<file path="src/shared/mmc_pkg.sv">
// package with register map, timing constants and types of the measurement control block
package mmc_pkg;
    // register offsets on the documented register port
    localparam logic [7:0] CTRL_ONE_ADDR = 8'h26;
    localparam logic [7:0] CTRL_TWO_ADDR = 8'h27;
    // field positions in the first control register
    localparam int         OUT_MODE_POS  = 7;
    localparam int         RSVD_ONE_POS  = 6;
    localparam int         OVS_LSB_POS   = 3;
    localparam int         SW_RST_POS    = 2;
    localparam int         ONE_SHOT_POS  = 1;
    localparam int         SBY_ACT_POS   = 0;
    // field positions in the second control register
    localparam int         LOAD_POS      = 5;
    localparam int         ALSEL_POS     = 4;
    localparam int         STEP_LSB_POS  = 0;
    // reset values of both control registers
    localparam logic [7:0] CTRL_ONE_RST  = 8'h00;
    localparam logic [7:0] CTRL_TWO_RST  = 8'h00;
    // timebase: one millisecond tick derived from the 4 ns clock
    localparam int         CLK_PERIOD_NS = 4;
    localparam int         TICK_NS       = 1000000;
    localparam int         TICK_CYCLES   = TICK_NS / CLK_PERIOD_NS;
    localparam int         MS_PER_S      = 1000;
    // least spacing between samples in ms, indexed by oversample field
    localparam logic [9:0] SPACING_MS [8] = '{10'd6, 10'd10, 10'd18, 10'd34,
                                              10'd66, 10'd130, 10'd258, 10'd512};
    // length of the boot sequence in clock cycles
    localparam logic [2:0] BOOT_CYCLES   = 3'h4;

    typedef enum logic [1:0] {
        MMC_STBY,
        MMC_ACT,
        MMC_BOOT_WAIT,
        MMC_BOOT
    } mmc_state_t;

    // configuration handed to the sensing datapath
    typedef struct packed {
        logic       altimeter;
        logic [2:0] oversample;
        logic       alarm_use_captured;
    } mmc_cfg_t;
endpackage

</file>
<file path="src/rtl/mmc_measure_ctrl.sv">
// measurement mode, acquisition timing and software reboot control
// Operation
// - bit 7 selects barometer or altimeter
// - oversample ratio two to field, spacing
// - reset bit boots, reloads defaults
// - active first drops to standby, then boots
// - boot also resets the link logic
// - reset bit clears, always reads zero
// - active one-shot measures now, not self-clearing
// - standby one-shot measures once then clears
// - standby idle; active samples each step
// - target load captures next outputs once
// - selector picks programmed or captured targets
// - step field sets interval two to field seconds
// - second register bits 7:6 read zero
module mmc_measure_ctrl #(
    parameter int TICK_CYCLES = mmc_pkg::TICK_CYCLES
) (
    // clock and reset
    input  wire logic             sys_clk_i,
    input  wire logic             rst_b_i,
    // register port
    input  wire logic [7:0]       reg_addr_i,
    input  wire logic             reg_wr_i,
    input  wire logic             reg_rd_i,
    input  wire logic [7:0]       reg_wdata_i,
    output logic      [7:0]       reg_rdata_o,
    // sensing datapath
    output logic                  meas_start_o,
    input  wire logic             meas_done_i,
    output mmc_pkg::mmc_cfg_t     meas_cfg_o,
    output logic                  capture_targets_o,
    // status and link reset
    output logic                  active_o,
    output logic                  link_reset_o
);
    localparam int TW = $clog2(TICK_CYCLES);

    typedef struct packed {
        mmc_pkg::mmc_state_t state;
        logic                standby_active_bit;
        logic                one_shot_bit;
        logic                output_mode_sel;
        logic [2:0]          os;
        logic                load;
        logic                alsel;
        logic [3:0]          st;
        logic                armed;
        logic                busy;
        logic                oneshot;
        logic                trig;
        logic [TW-1:0]       tick_cnt;
        logic [25:0]         ms_cnt;
        logic [9:0]          space_cnt;
        logic [2:0]          boot_cnt;
        logic [7:0]          rdata;
        logic                start;
        logic                cap;
        logic                lrst;
    } mmc_regs_t;

    mmc_regs_t s;
    mmc_regs_t next_s;

    // all state after reset; boot reloads the same values except tick_cnt, and rdata when a read falls in the last boot cycle
    localparam mmc_regs_t RST_S = '{
        state: mmc_pkg::MMC_STBY,
        output_mode_sel:   mmc_pkg::CTRL_ONE_RST[mmc_pkg::OUT_MODE_POS],
        os:    mmc_pkg::CTRL_ONE_RST[mmc_pkg::OVS_LSB_POS +: 3],
        one_shot_bit:   mmc_pkg::CTRL_ONE_RST[mmc_pkg::ONE_SHOT_POS],
        standby_active_bit:  mmc_pkg::CTRL_ONE_RST[mmc_pkg::SBY_ACT_POS],
        load:  mmc_pkg::CTRL_TWO_RST[mmc_pkg::LOAD_POS],
        alsel: mmc_pkg::CTRL_TWO_RST[mmc_pkg::ALSEL_POS],
        st:    mmc_pkg::CTRL_TWO_RST[mmc_pkg::STEP_LSB_POS +: 4],
        default: '0
    };

    logic wr_one;
    logic wr_two;
    logic tick;
    logic interval_hit;

    // address decode of the two control registers
    always_comb begin
        wr_one = 1'b0;
        wr_two = 1'b0;
        if (reg_addr_i == mmc_pkg::CTRL_ONE_ADDR) begin
            wr_one = reg_wr_i;
        end else if (reg_addr_i == mmc_pkg::CTRL_TWO_ADDR) begin
            wr_two = reg_wr_i;
        end
    end

    assign tick         = (s.tick_cnt == TW'(TICK_CYCLES - 1));
    // interval of 2^step seconds counted in ms ticks
    assign interval_hit = tick && (s.ms_cnt >= (26'(mmc_pkg::MS_PER_S) << s.st) - 26'h1);

    // next state of the whole block
    always_comb begin
        next_s       = s;
        next_s.start = 1'b0;
        next_s.cap   = 1'b0;
        next_s.lrst  = 1'b0;
        next_s.tick_cnt = tick ? '0 : s.tick_cnt + TW'(1);
        if (tick && s.space_cnt != 10'h0) begin
            next_s.space_cnt = s.space_cnt - 10'h1;
        end
        // end of a conversion: capture targets, finish a one-shot
        if (meas_done_i && s.busy) begin
            next_s.busy = 1'b0;
            if (s.armed) begin
                next_s.cap   = 1'b1;
                next_s.armed = 1'b0;
            end
            if (s.oneshot) begin
                next_s.one_shot_bit     = 1'b0;
                next_s.oneshot = 1'b0;
            end
        end
        // host writes; a write of one-shot after the clear above still wins
        if (s.state == mmc_pkg::MMC_STBY || s.state == mmc_pkg::MMC_ACT) begin
            if (wr_one) begin
                next_s.output_mode_sel  = reg_wdata_i[mmc_pkg::OUT_MODE_POS];
                next_s.os   = reg_wdata_i[mmc_pkg::OVS_LSB_POS +: 3];
                next_s.one_shot_bit  = reg_wdata_i[mmc_pkg::ONE_SHOT_POS];
                next_s.standby_active_bit = reg_wdata_i[mmc_pkg::SBY_ACT_POS];
                // only a rising one-shot bit triggers, so host must clear first
                if (reg_wdata_i[mmc_pkg::ONE_SHOT_POS] && !s.one_shot_bit) begin
                    next_s.trig    = 1'b1;
                    next_s.oneshot = !reg_wdata_i[mmc_pkg::SBY_ACT_POS];
                end
            end
            if (wr_two) begin
                if (reg_wdata_i[mmc_pkg::LOAD_POS] && !s.load) begin
                    next_s.armed = 1'b1;
                end
                next_s.load  = reg_wdata_i[mmc_pkg::LOAD_POS];
                next_s.alsel = reg_wdata_i[mmc_pkg::ALSEL_POS];
                next_s.st    = reg_wdata_i[mmc_pkg::STEP_LSB_POS +: 4];
            end
        end
        case (s.state)
            mmc_pkg::MMC_STBY: begin
                next_s.ms_cnt = '0;
                if (wr_one && reg_wdata_i[mmc_pkg::SW_RST_POS]) begin
                    next_s.state = mmc_pkg::MMC_BOOT_WAIT;
                    next_s.standby_active_bit  = 1'b0;
                    next_s.trig  = 1'b0;
                end else if (next_s.standby_active_bit) begin
                    next_s.state = mmc_pkg::MMC_ACT;
                end
            end
            mmc_pkg::MMC_ACT: begin
                next_s.ms_cnt = tick ? s.ms_cnt + 26'h1 : s.ms_cnt;
                if (interval_hit) begin
                    next_s.ms_cnt = '0;
                    next_s.trig   = 1'b1;
                end
                if (wr_one && reg_wdata_i[mmc_pkg::SW_RST_POS]) begin
                    // drop to standby first; reboot once conversion ends
                    next_s.state = mmc_pkg::MMC_BOOT_WAIT;
                    next_s.standby_active_bit  = 1'b0;
                    next_s.trig  = 1'b0;
                end else if (!next_s.standby_active_bit) begin
                    next_s.state = mmc_pkg::MMC_STBY;
                end
            end
            mmc_pkg::MMC_BOOT_WAIT: begin
                if (!s.busy) begin
                    next_s.state    = mmc_pkg::MMC_BOOT;
                    next_s.boot_cnt = mmc_pkg::BOOT_CYCLES - 3'h1;
                    next_s.lrst     = 1'b1;
                end
            end
            mmc_pkg::MMC_BOOT: begin
                next_s.lrst     = 1'b1;
                next_s.boot_cnt = s.boot_cnt - 3'h1;
                if (s.boot_cnt == 3'h0) begin
                    // reload defaults; reset bit is never stored
                    next_s          = RST_S;
                    next_s.tick_cnt = s.tick_cnt;
                end
            end
            default: next_s.state = mmc_pkg::MMC_STBY;
        endcase
        // start a conversion once the least spacing has run out
        if (next_s.trig && !next_s.busy && s.space_cnt == 10'h0
            && (s.state == mmc_pkg::MMC_STBY || s.state == mmc_pkg::MMC_ACT)
            && next_s.state == s.state) begin
            next_s.trig      = 1'b0;
            next_s.busy      = 1'b1;
            next_s.start     = 1'b1;
            next_s.space_cnt = mmc_pkg::SPACING_MS[s.os];
        end
        // read data; reserved and reset bits read zero
        if (reg_rd_i && reg_addr_i == mmc_pkg::CTRL_ONE_ADDR) begin
            next_s.rdata = {s.output_mode_sel, 1'b0, s.os, 1'b0, s.one_shot_bit, s.standby_active_bit};
        end else if (reg_rd_i && reg_addr_i == mmc_pkg::CTRL_TWO_ADDR) begin
            next_s.rdata = {2'b00, s.load, s.alsel, s.st};
        end else if (reg_rd_i) begin
            next_s.rdata = 8'h00;
        end
    end

    // state register
    always_ff @(posedge sys_clk_i) begin
        if (!rst_b_i) begin
            s <= RST_S;
        end else begin
            s <= next_s;
        end
    end

    // outputs come from flip-flops, except active_o, which ORs busy with the active state
    assign reg_rdata_o                   = s.rdata;
    assign meas_start_o                  = s.start;
    assign capture_targets_o             = s.cap;
    assign link_reset_o                  = s.lrst;
    assign active_o                      = s.busy || s.state == mmc_pkg::MMC_ACT;
    assign meas_cfg_o.altimeter          = s.output_mode_sel;
    assign meas_cfg_o.oversample         = s.os;
    assign meas_cfg_o.alarm_use_captured = s.alsel;
endmodule

</file>
<file path="config.mk">
export PLATFORM = sky130hd
export DESIGN_NAME = mmc_measure_ctrl
export DESIGN_NICKNAME = d
export VERILOG_FILES = /design/src/shared/mmc_pkg.sv /design/src/rtl/mmc_measure_ctrl.sv
export SDC_FILE = /design/constraint.sdc
export NUM_CORES = 1
export LEC_CHECK = 0
export BUFFER_PORTS_ARGS = -buffer_cell sky130_fd_sc_hd__buf_2
export CAP_MARGIN = 30
export CORE_MARGIN = 2
export CORE_UTILIZATION = 45
export DETAILED_ROUTE_END_ITERATION = 8
export PLACE_DENSITY = 0.72
export SYNTH_ARGS = -nofsm -noshare
export SYNTH_HDL_FRONTEND = slang
export SYNTH_SLANG_ARGS = --single-unit
</file>
<file path="constraint.sdc">
create_clock -name sys_clk_i -period 3.19 [get_ports sys_clk_i]
set_input_delay 0.4785 -clock sys_clk_i [delete_from_list [all_inputs] [get_ports sys_clk_i]]
set_output_delay 0.4785 -clock sys_clk_i [all_outputs]
set_load 0.005 [all_outputs]
</file>
## Word level (Yosys, flattened, before mapping)

Memory sizes are Yosys's and may differ from the RTL's.
Index checks and enable logic that the tools add are counted.

- Add/subtract/negate cells: 5
- $lt $le $gt $ge: 2
- Equality and inequality tests: 11
- Shift-type cells: 1
- Multiplexer cells: 49
- Bitwise operators: 2
- Reduce and logical (&&, ||, !) cells: 35

Operators by type and width:

| operator | count |
|---|---|
| 86-bit two-way mux | 1 |
| 26-bit case mux with 3 select lines | 1 |
| 10-bit two-way mux | 6 |
| 26-bit two-way mux | 2 |
| 18-bit two-way mux | 2 |
| 26-bit by 1-bit adder with 26-bit output, second input constant | 1 |
| 26-bit >= comparator | 1 |
| 10-bit by 4-bit << shifter with 26-bit output, first input constant | 1 |
| 26-bit by 1-bit subtractor with 26-bit output, second input constant | 1 |
| 8-bit two-way mux | 3 |
| 18-bit by 1-bit adder with 18-bit output, second input constant | 1 |
| 18-bit == test, second input constant | 1 |
| 8-bit by 6-bit == test with 1-bit output, second input constant | 2 |
| 2-bit two-way mux | 8 |
| 1-bit two-way mux | 15 |
| 14-bit two-way mux | 1 |
| 13-bit two-way mux | 1 |
| 1-bit logical AND | 12 |
| 10-bit logical NOT | 1 |
| 10-bit nonzero test | 1 |
| 10-bit by 1-bit subtractor with 10-bit output, second input constant | 1 |
| 3-bit nonzero test | 3 |
| 2-bit case mux with 4 select lines | 1 |
| 4-bit nonzero test | 2 |
| 23 further kinds | 36 |

- Bits in registers: 85
- Bits in read-only memories: 80
- Input port bits: 21
- Logic and storage cells: 127
- Memories kept: 1

Memory list:

| memory | depth | bits a word | read ports | clocked after Yosys merged registers in | write ports | RTL line | source |
|---|---|---|---|---|---|---|---|
| (no name shown) | 8 | 10 | 1 | 0 | 0 | mmc_measure_ctrl.sv:193 | `next_s.space_cnt = mmc_pkg::SPACING_MS[s.os];` |

## Longest topological paths before layout

- Depth in word-level cells: 13
- Mapped depth: 19

## Least setup slack after synthesis

No wires, ideal clock.

- Path type: register to register
- Start point: register s[72] (netlist bit)
- End point: register s[34] (netlist bit)
- Library setup time: 117 ps
- Data arrival time: 3294 ps
- Required time: 3073 ps
- Slack: -222 ps
- Cell stages (with the launch flop): 20
- Path buffers: 2
- Clock period less this slack: 3412 ps
- Path through: dfxtp_1 -> clkbuf_1 -> nor2_1 -> nand2_1 -> ha_1 -> nand2_1 -> nor2_1 -> nor2_1 -> nand2_1 -> nand2_1 -> o21ai_0 -> ha_1 -> nand2_1 -> o21ai_0 -> o21ai_0 -> o22ai_1 -> o21bai_1 -> a31oi_1 -> buf_2 -> nor2_1

- Word-level cells in the longest chain between the ends: 6
- Elaborated cells on any way between the ends: 8
- Classes of those cells: 1 x add/sub; 1 x order compare; 1 x eq/ne; 1 x shift; 2 x mux; 2 x reduce/logical

Ends and longest elaborated chain:

| item | RTL line | source |
|---|---|---|
| start, declared | mmc_measure_ctrl.sv:62 | `mmc_regs_t s;` |
| start signal, assigned | mmc_measure_ctrl.sv:210 | `s <= next_s;` |
| 10-bit by 4-bit << shifter with 26-bit output * | mmc_measure_ctrl.sv:96 | `assign interval_hit = tick && (s.ms_cnt >= (26'(mmc_pkg::MS_PER_S) << s.st) - 26'h1);` |
| 26-bit by 1-bit subtractor with 26-bit output * | mmc_measure_ctrl.sv:96 |  |
| 26-bit >= comparator * | mmc_measure_ctrl.sv:96 |  |
| 1-bit logical AND * | mmc_measure_ctrl.sv:96 |  |
| 3-bit inequality test (no line) or 26-bit two-way mux (tied branches) | n/a |  |
| 3-bit AND reduction (no line) or 26-bit case mux with 3 select lines (tied branches) | n/a |  |

Every way passes the cells marked *; elsewhere a longest branch is shown, timed or not.
A chain may end at the register's enable or synchronous reset.

## Worst setup path after layout

- Start point: register s[75] (netlist bit)
- End point: register s[14] (netlist bit)

- Word-level cells in the longest chain between the ends: 12

Ends and longest elaborated chain:

| item | RTL line | source |
|---|---|---|
| 10-bit by 4-bit << shifter with 26-bit output | mmc_measure_ctrl.sv:96 |  |
| 26-bit by 1-bit subtractor with 26-bit output | mmc_measure_ctrl.sv:96 |  |
| 26-bit >= comparator | mmc_measure_ctrl.sv:96 |  |
| 1-bit logical AND | mmc_measure_ctrl.sv:96 |  |
| 1-bit two-way mux | mmc_measure_ctrl.sv:155 | `if (interval_hit) begin` |
| 1-bit two-way mux | mmc_measure_ctrl.sv:159 | `if (wr_one && reg_wdata_i[mmc_pkg::SW_RST_POS]) begin` |
| 1-bit case mux with 3 select lines | mmc_measure_ctrl.sv:142 | `case (s.state)` |
| 1-bit logical AND (2 in series) | mmc_measure_ctrl.sv:187 | `if (next_s.trig && !next_s.busy && s.space_cnt == 10'h0` |
| 1-bit logical AND | mmc_measure_ctrl.sv:188 | `&& (s.state == mmc_pkg::MMC_STBY \|\| s.state == mmc_pkg::MMC_ACT)` |
| 1-bit logical AND | mmc_measure_ctrl.sv:189 | `&& next_s.state == s.state) begin` |
| 10-bit two-way mux | mmc_measure_ctrl.sv:187 |  |

Every way passes these cells.

==> flow_summary.toml <==
[status]
outcome = "completed"

[logic_synthesis]
synth_most_common_cell = "nor2_1"
synth_top_area_share = 0.351
synth-seq-cells = 85
synthTopCellsByCount = "97 x nor2_1, 85 x dfxtp_1, 54 x nand2_1, 34 x nand3_1"
synth_edf_count = 0
ys.flop_type = "dfxtp_1"
async_flop_share = 0
synth_cell_types = 63
mappedNetlistArea_um2 = 4850
netlist_instances = 594
syn-num-nets = 642
yosys_warnings = 0
yosysSeqAreaShare = 0.351
yosys-top-cells-area = "dfxtp_1 35%, nor2_1 7.5%, ha_1 7.0%, xor2_1 5.8%, nand2_1 4.2%"
syn_avg_cell_area_um2 = 8.17
yosysTopAreaCell = "dfxtp_1"

[die]
die_y_um = 108
placement_rows = 37
start_util = 0.466
core_area_um2 = 10400
die_w_um = 108
ios = 38
die-area_um2 = 11600

[power_and_ir_drop]
total_power_mw = 1.90
p_per_area_nw_per_um2 = 342
irDropWorstVdd_uv = 331
total_leakage_power_nw = 2.16

[worst_setup_path]
worstSetupPathType = "reg2reg"
startpoint_type = "register"
ff2ff_path_depth = 17
cp.required_ns = 3.45
crit_arrival_ns = 3.37
crit_path_max_fanout = 6
crit_path_end_kind = "register"

[cts]
cts_tree = "done"
cts_root_buffer = "clkbuf_8"
cts_buffer_depth = 2
htree_levels = 3
clock-sinks = 85
clock_latency_ns = 0.36
cts_buffers = 9
cts.clk_slew.worst_paths_ns = 0.08

[final_layout]
drive_above_1_share = 0.183
fillerInstances = 946
fin_nets = 681
area_growth_syn_to_layout_pct = 14.3
diodes = 0
final_core_util = 0.532

[detailed_routing]
ant_nets = 0
vias_per_cell = 5.41
wl_per_cell_um = 14.5
drc_errors = 0
first_pass_iters = 5
drt_iter0_drc = 255
num_vias = 4187
wl_um = 11200

[sta]
finalSetupViolations = 0
tightest_slew_ns = 0.927
fmax_ghz = 0.321
finalMaxSlewViolations = 0
finalHoldViolations = 0
max-slew-margin-rel = 0.376
fin_crit_sh = 0.975
period_needed_ns = 3.11
rsz0062_at_grt = "yes"
clock_skew_ns = 0.0125
fin_hold_ws_ns = 0.357

[worst_hold_path]
whs_path_depth = 3
hold_path_class = "in2reg"

[placed_design]
gp_congestion = 0.854
port_buffers = 35
hpwl_um = 8210

[global_routing]
track_usage = 0.198
grt_pass1_wl_um = 18400
grt_pass1_vias = 3979
antenna_found_initial = 0
grt_max_degree = 23
gr-total-overflow = 0

[run]
drv_cap = 0
power by group:
group	total, mW	switching, mW	internal (mW)	leakage (nW)
Clock	0.766	0.382	0.385	0.0995
Sequential	1.07	0.00493	1.06	0.686
Combinational	0.0620	0.0382	0.0238	1.37
flip-flops by register name, indices dropped and copies added (netlist names):
| register | count |
|---|---|
| s | 70 |
| reg_rdata_o | 7 |
| meas_cfg_o | 5 |
| capture_targets_o | 1 |
| link_reset_o | 1 |
| meas_start_o | 1 |
final timing paths:
kind                            slack (ns)           endpoint            from
worst min-delay path                  0.36      meas_cfg_o[4]  reg_wdata_i[7]
worst max-delay path                  0.08              s[14]           s[75]
worst max register to register        0.08              s[14]           s[75]
worst min register to register        0.47  capture_targets_o           s[71]
layout by cell type (no fill, tap or decap), types with 3 or more instances in the layout:
master	instances
nor2_1	95
o21ai_0	11
o21ai_1	7
xor2_1	32
nor2b_1	7
ha_1	25
mux2i_1	19
nand2b_1	5
and3_1	12
o21ai_2	6
nand3b_1	4
clkbuf_8	10
nand3_1	34
nor3_1	16
nand2_1	52
buf_4	23
nor4_1	6
buf_2	36
or2_2	4
inv_1	13
a32oi_1	3
nand4_1	12
dfxtp_1	83
a21oi_1	31
a211oi_1	4
xnor2_1	14
layer usage:
metal,track usage,vias to the layer above,wire length (um)
met5,0,-,0
met4,0.0476,0,102
met3,0.0454,9,435
met2,0.342,79,5600
met1,0.249,1961,5050
li1,-,2138,-
through the flow:
stage	TNS, ns	area [um2]	setup slack [ns]	cells
global placement	-0.0747	5220	-0.0595	755
finish	0	5550	0.0794	774
CTS	0	5440	0.0427	772
floorplan	0	4880	0.00427	594
global route	-0.0734	5550	-0.0578	774
detailed placement	-0.678	5220	-0.140	755
layout make-up:
cell class | count | area [um2] | share of cell area
clock buffers | 11 | 141 | 0.0255
clock inverters | 5 | 60.1 | 0.0108
inverters | 13 | 48.8 | 0.00880
multi-input cells | 462 | 3020 | 0.545
flip-flops and latches | 85 | 1710 | 0.308
well taps | 136 | 170 | 0.0307
repair buffers | 62 | 395 | 0.0713
cell families (layout without fill, tap and decap cells):
group,count (synthesis),count (layout),synth area share
buf+inv,48,91,0.0498
simple gates,281,282,0.292
xor+xnor,46,46,0.0830
compound gates,86,86,0.114
fa+ha+maj,27,27,0.0696
other cells,2,2,0.00155
mux,19,19,0.0392
flops,85,85,0.351
critical path: stages (launching register included):
cell      delay (ns)
dfxtp_1         0.33
nor2_2          0.16
nand2_2         0.08
ha_2            0.20
nand2_2         0.07
nor2_1          0.04
nor2_1          0.13
nand2_1         0.07
nand2_1         0.06
o21ai_1         0.07
ha_1            0.30
nand2_1         0.08
o21ai_2         0.16
a211oi_2        0.07
o22ai_2         0.28
nor3_4          0.09
or4_4           0.61
and3_4          0.21
timing repair:
item,in CTS,in global routing
hold buffers,0,0
gates resized for setup,4,24
gates cloned,1,1
pin swaps,2,13
setup endpoints to repair,31,35
endpoints found under the hold margin,0,0
buffers inserted,0,1
Power figures use the tool's default switching activity.
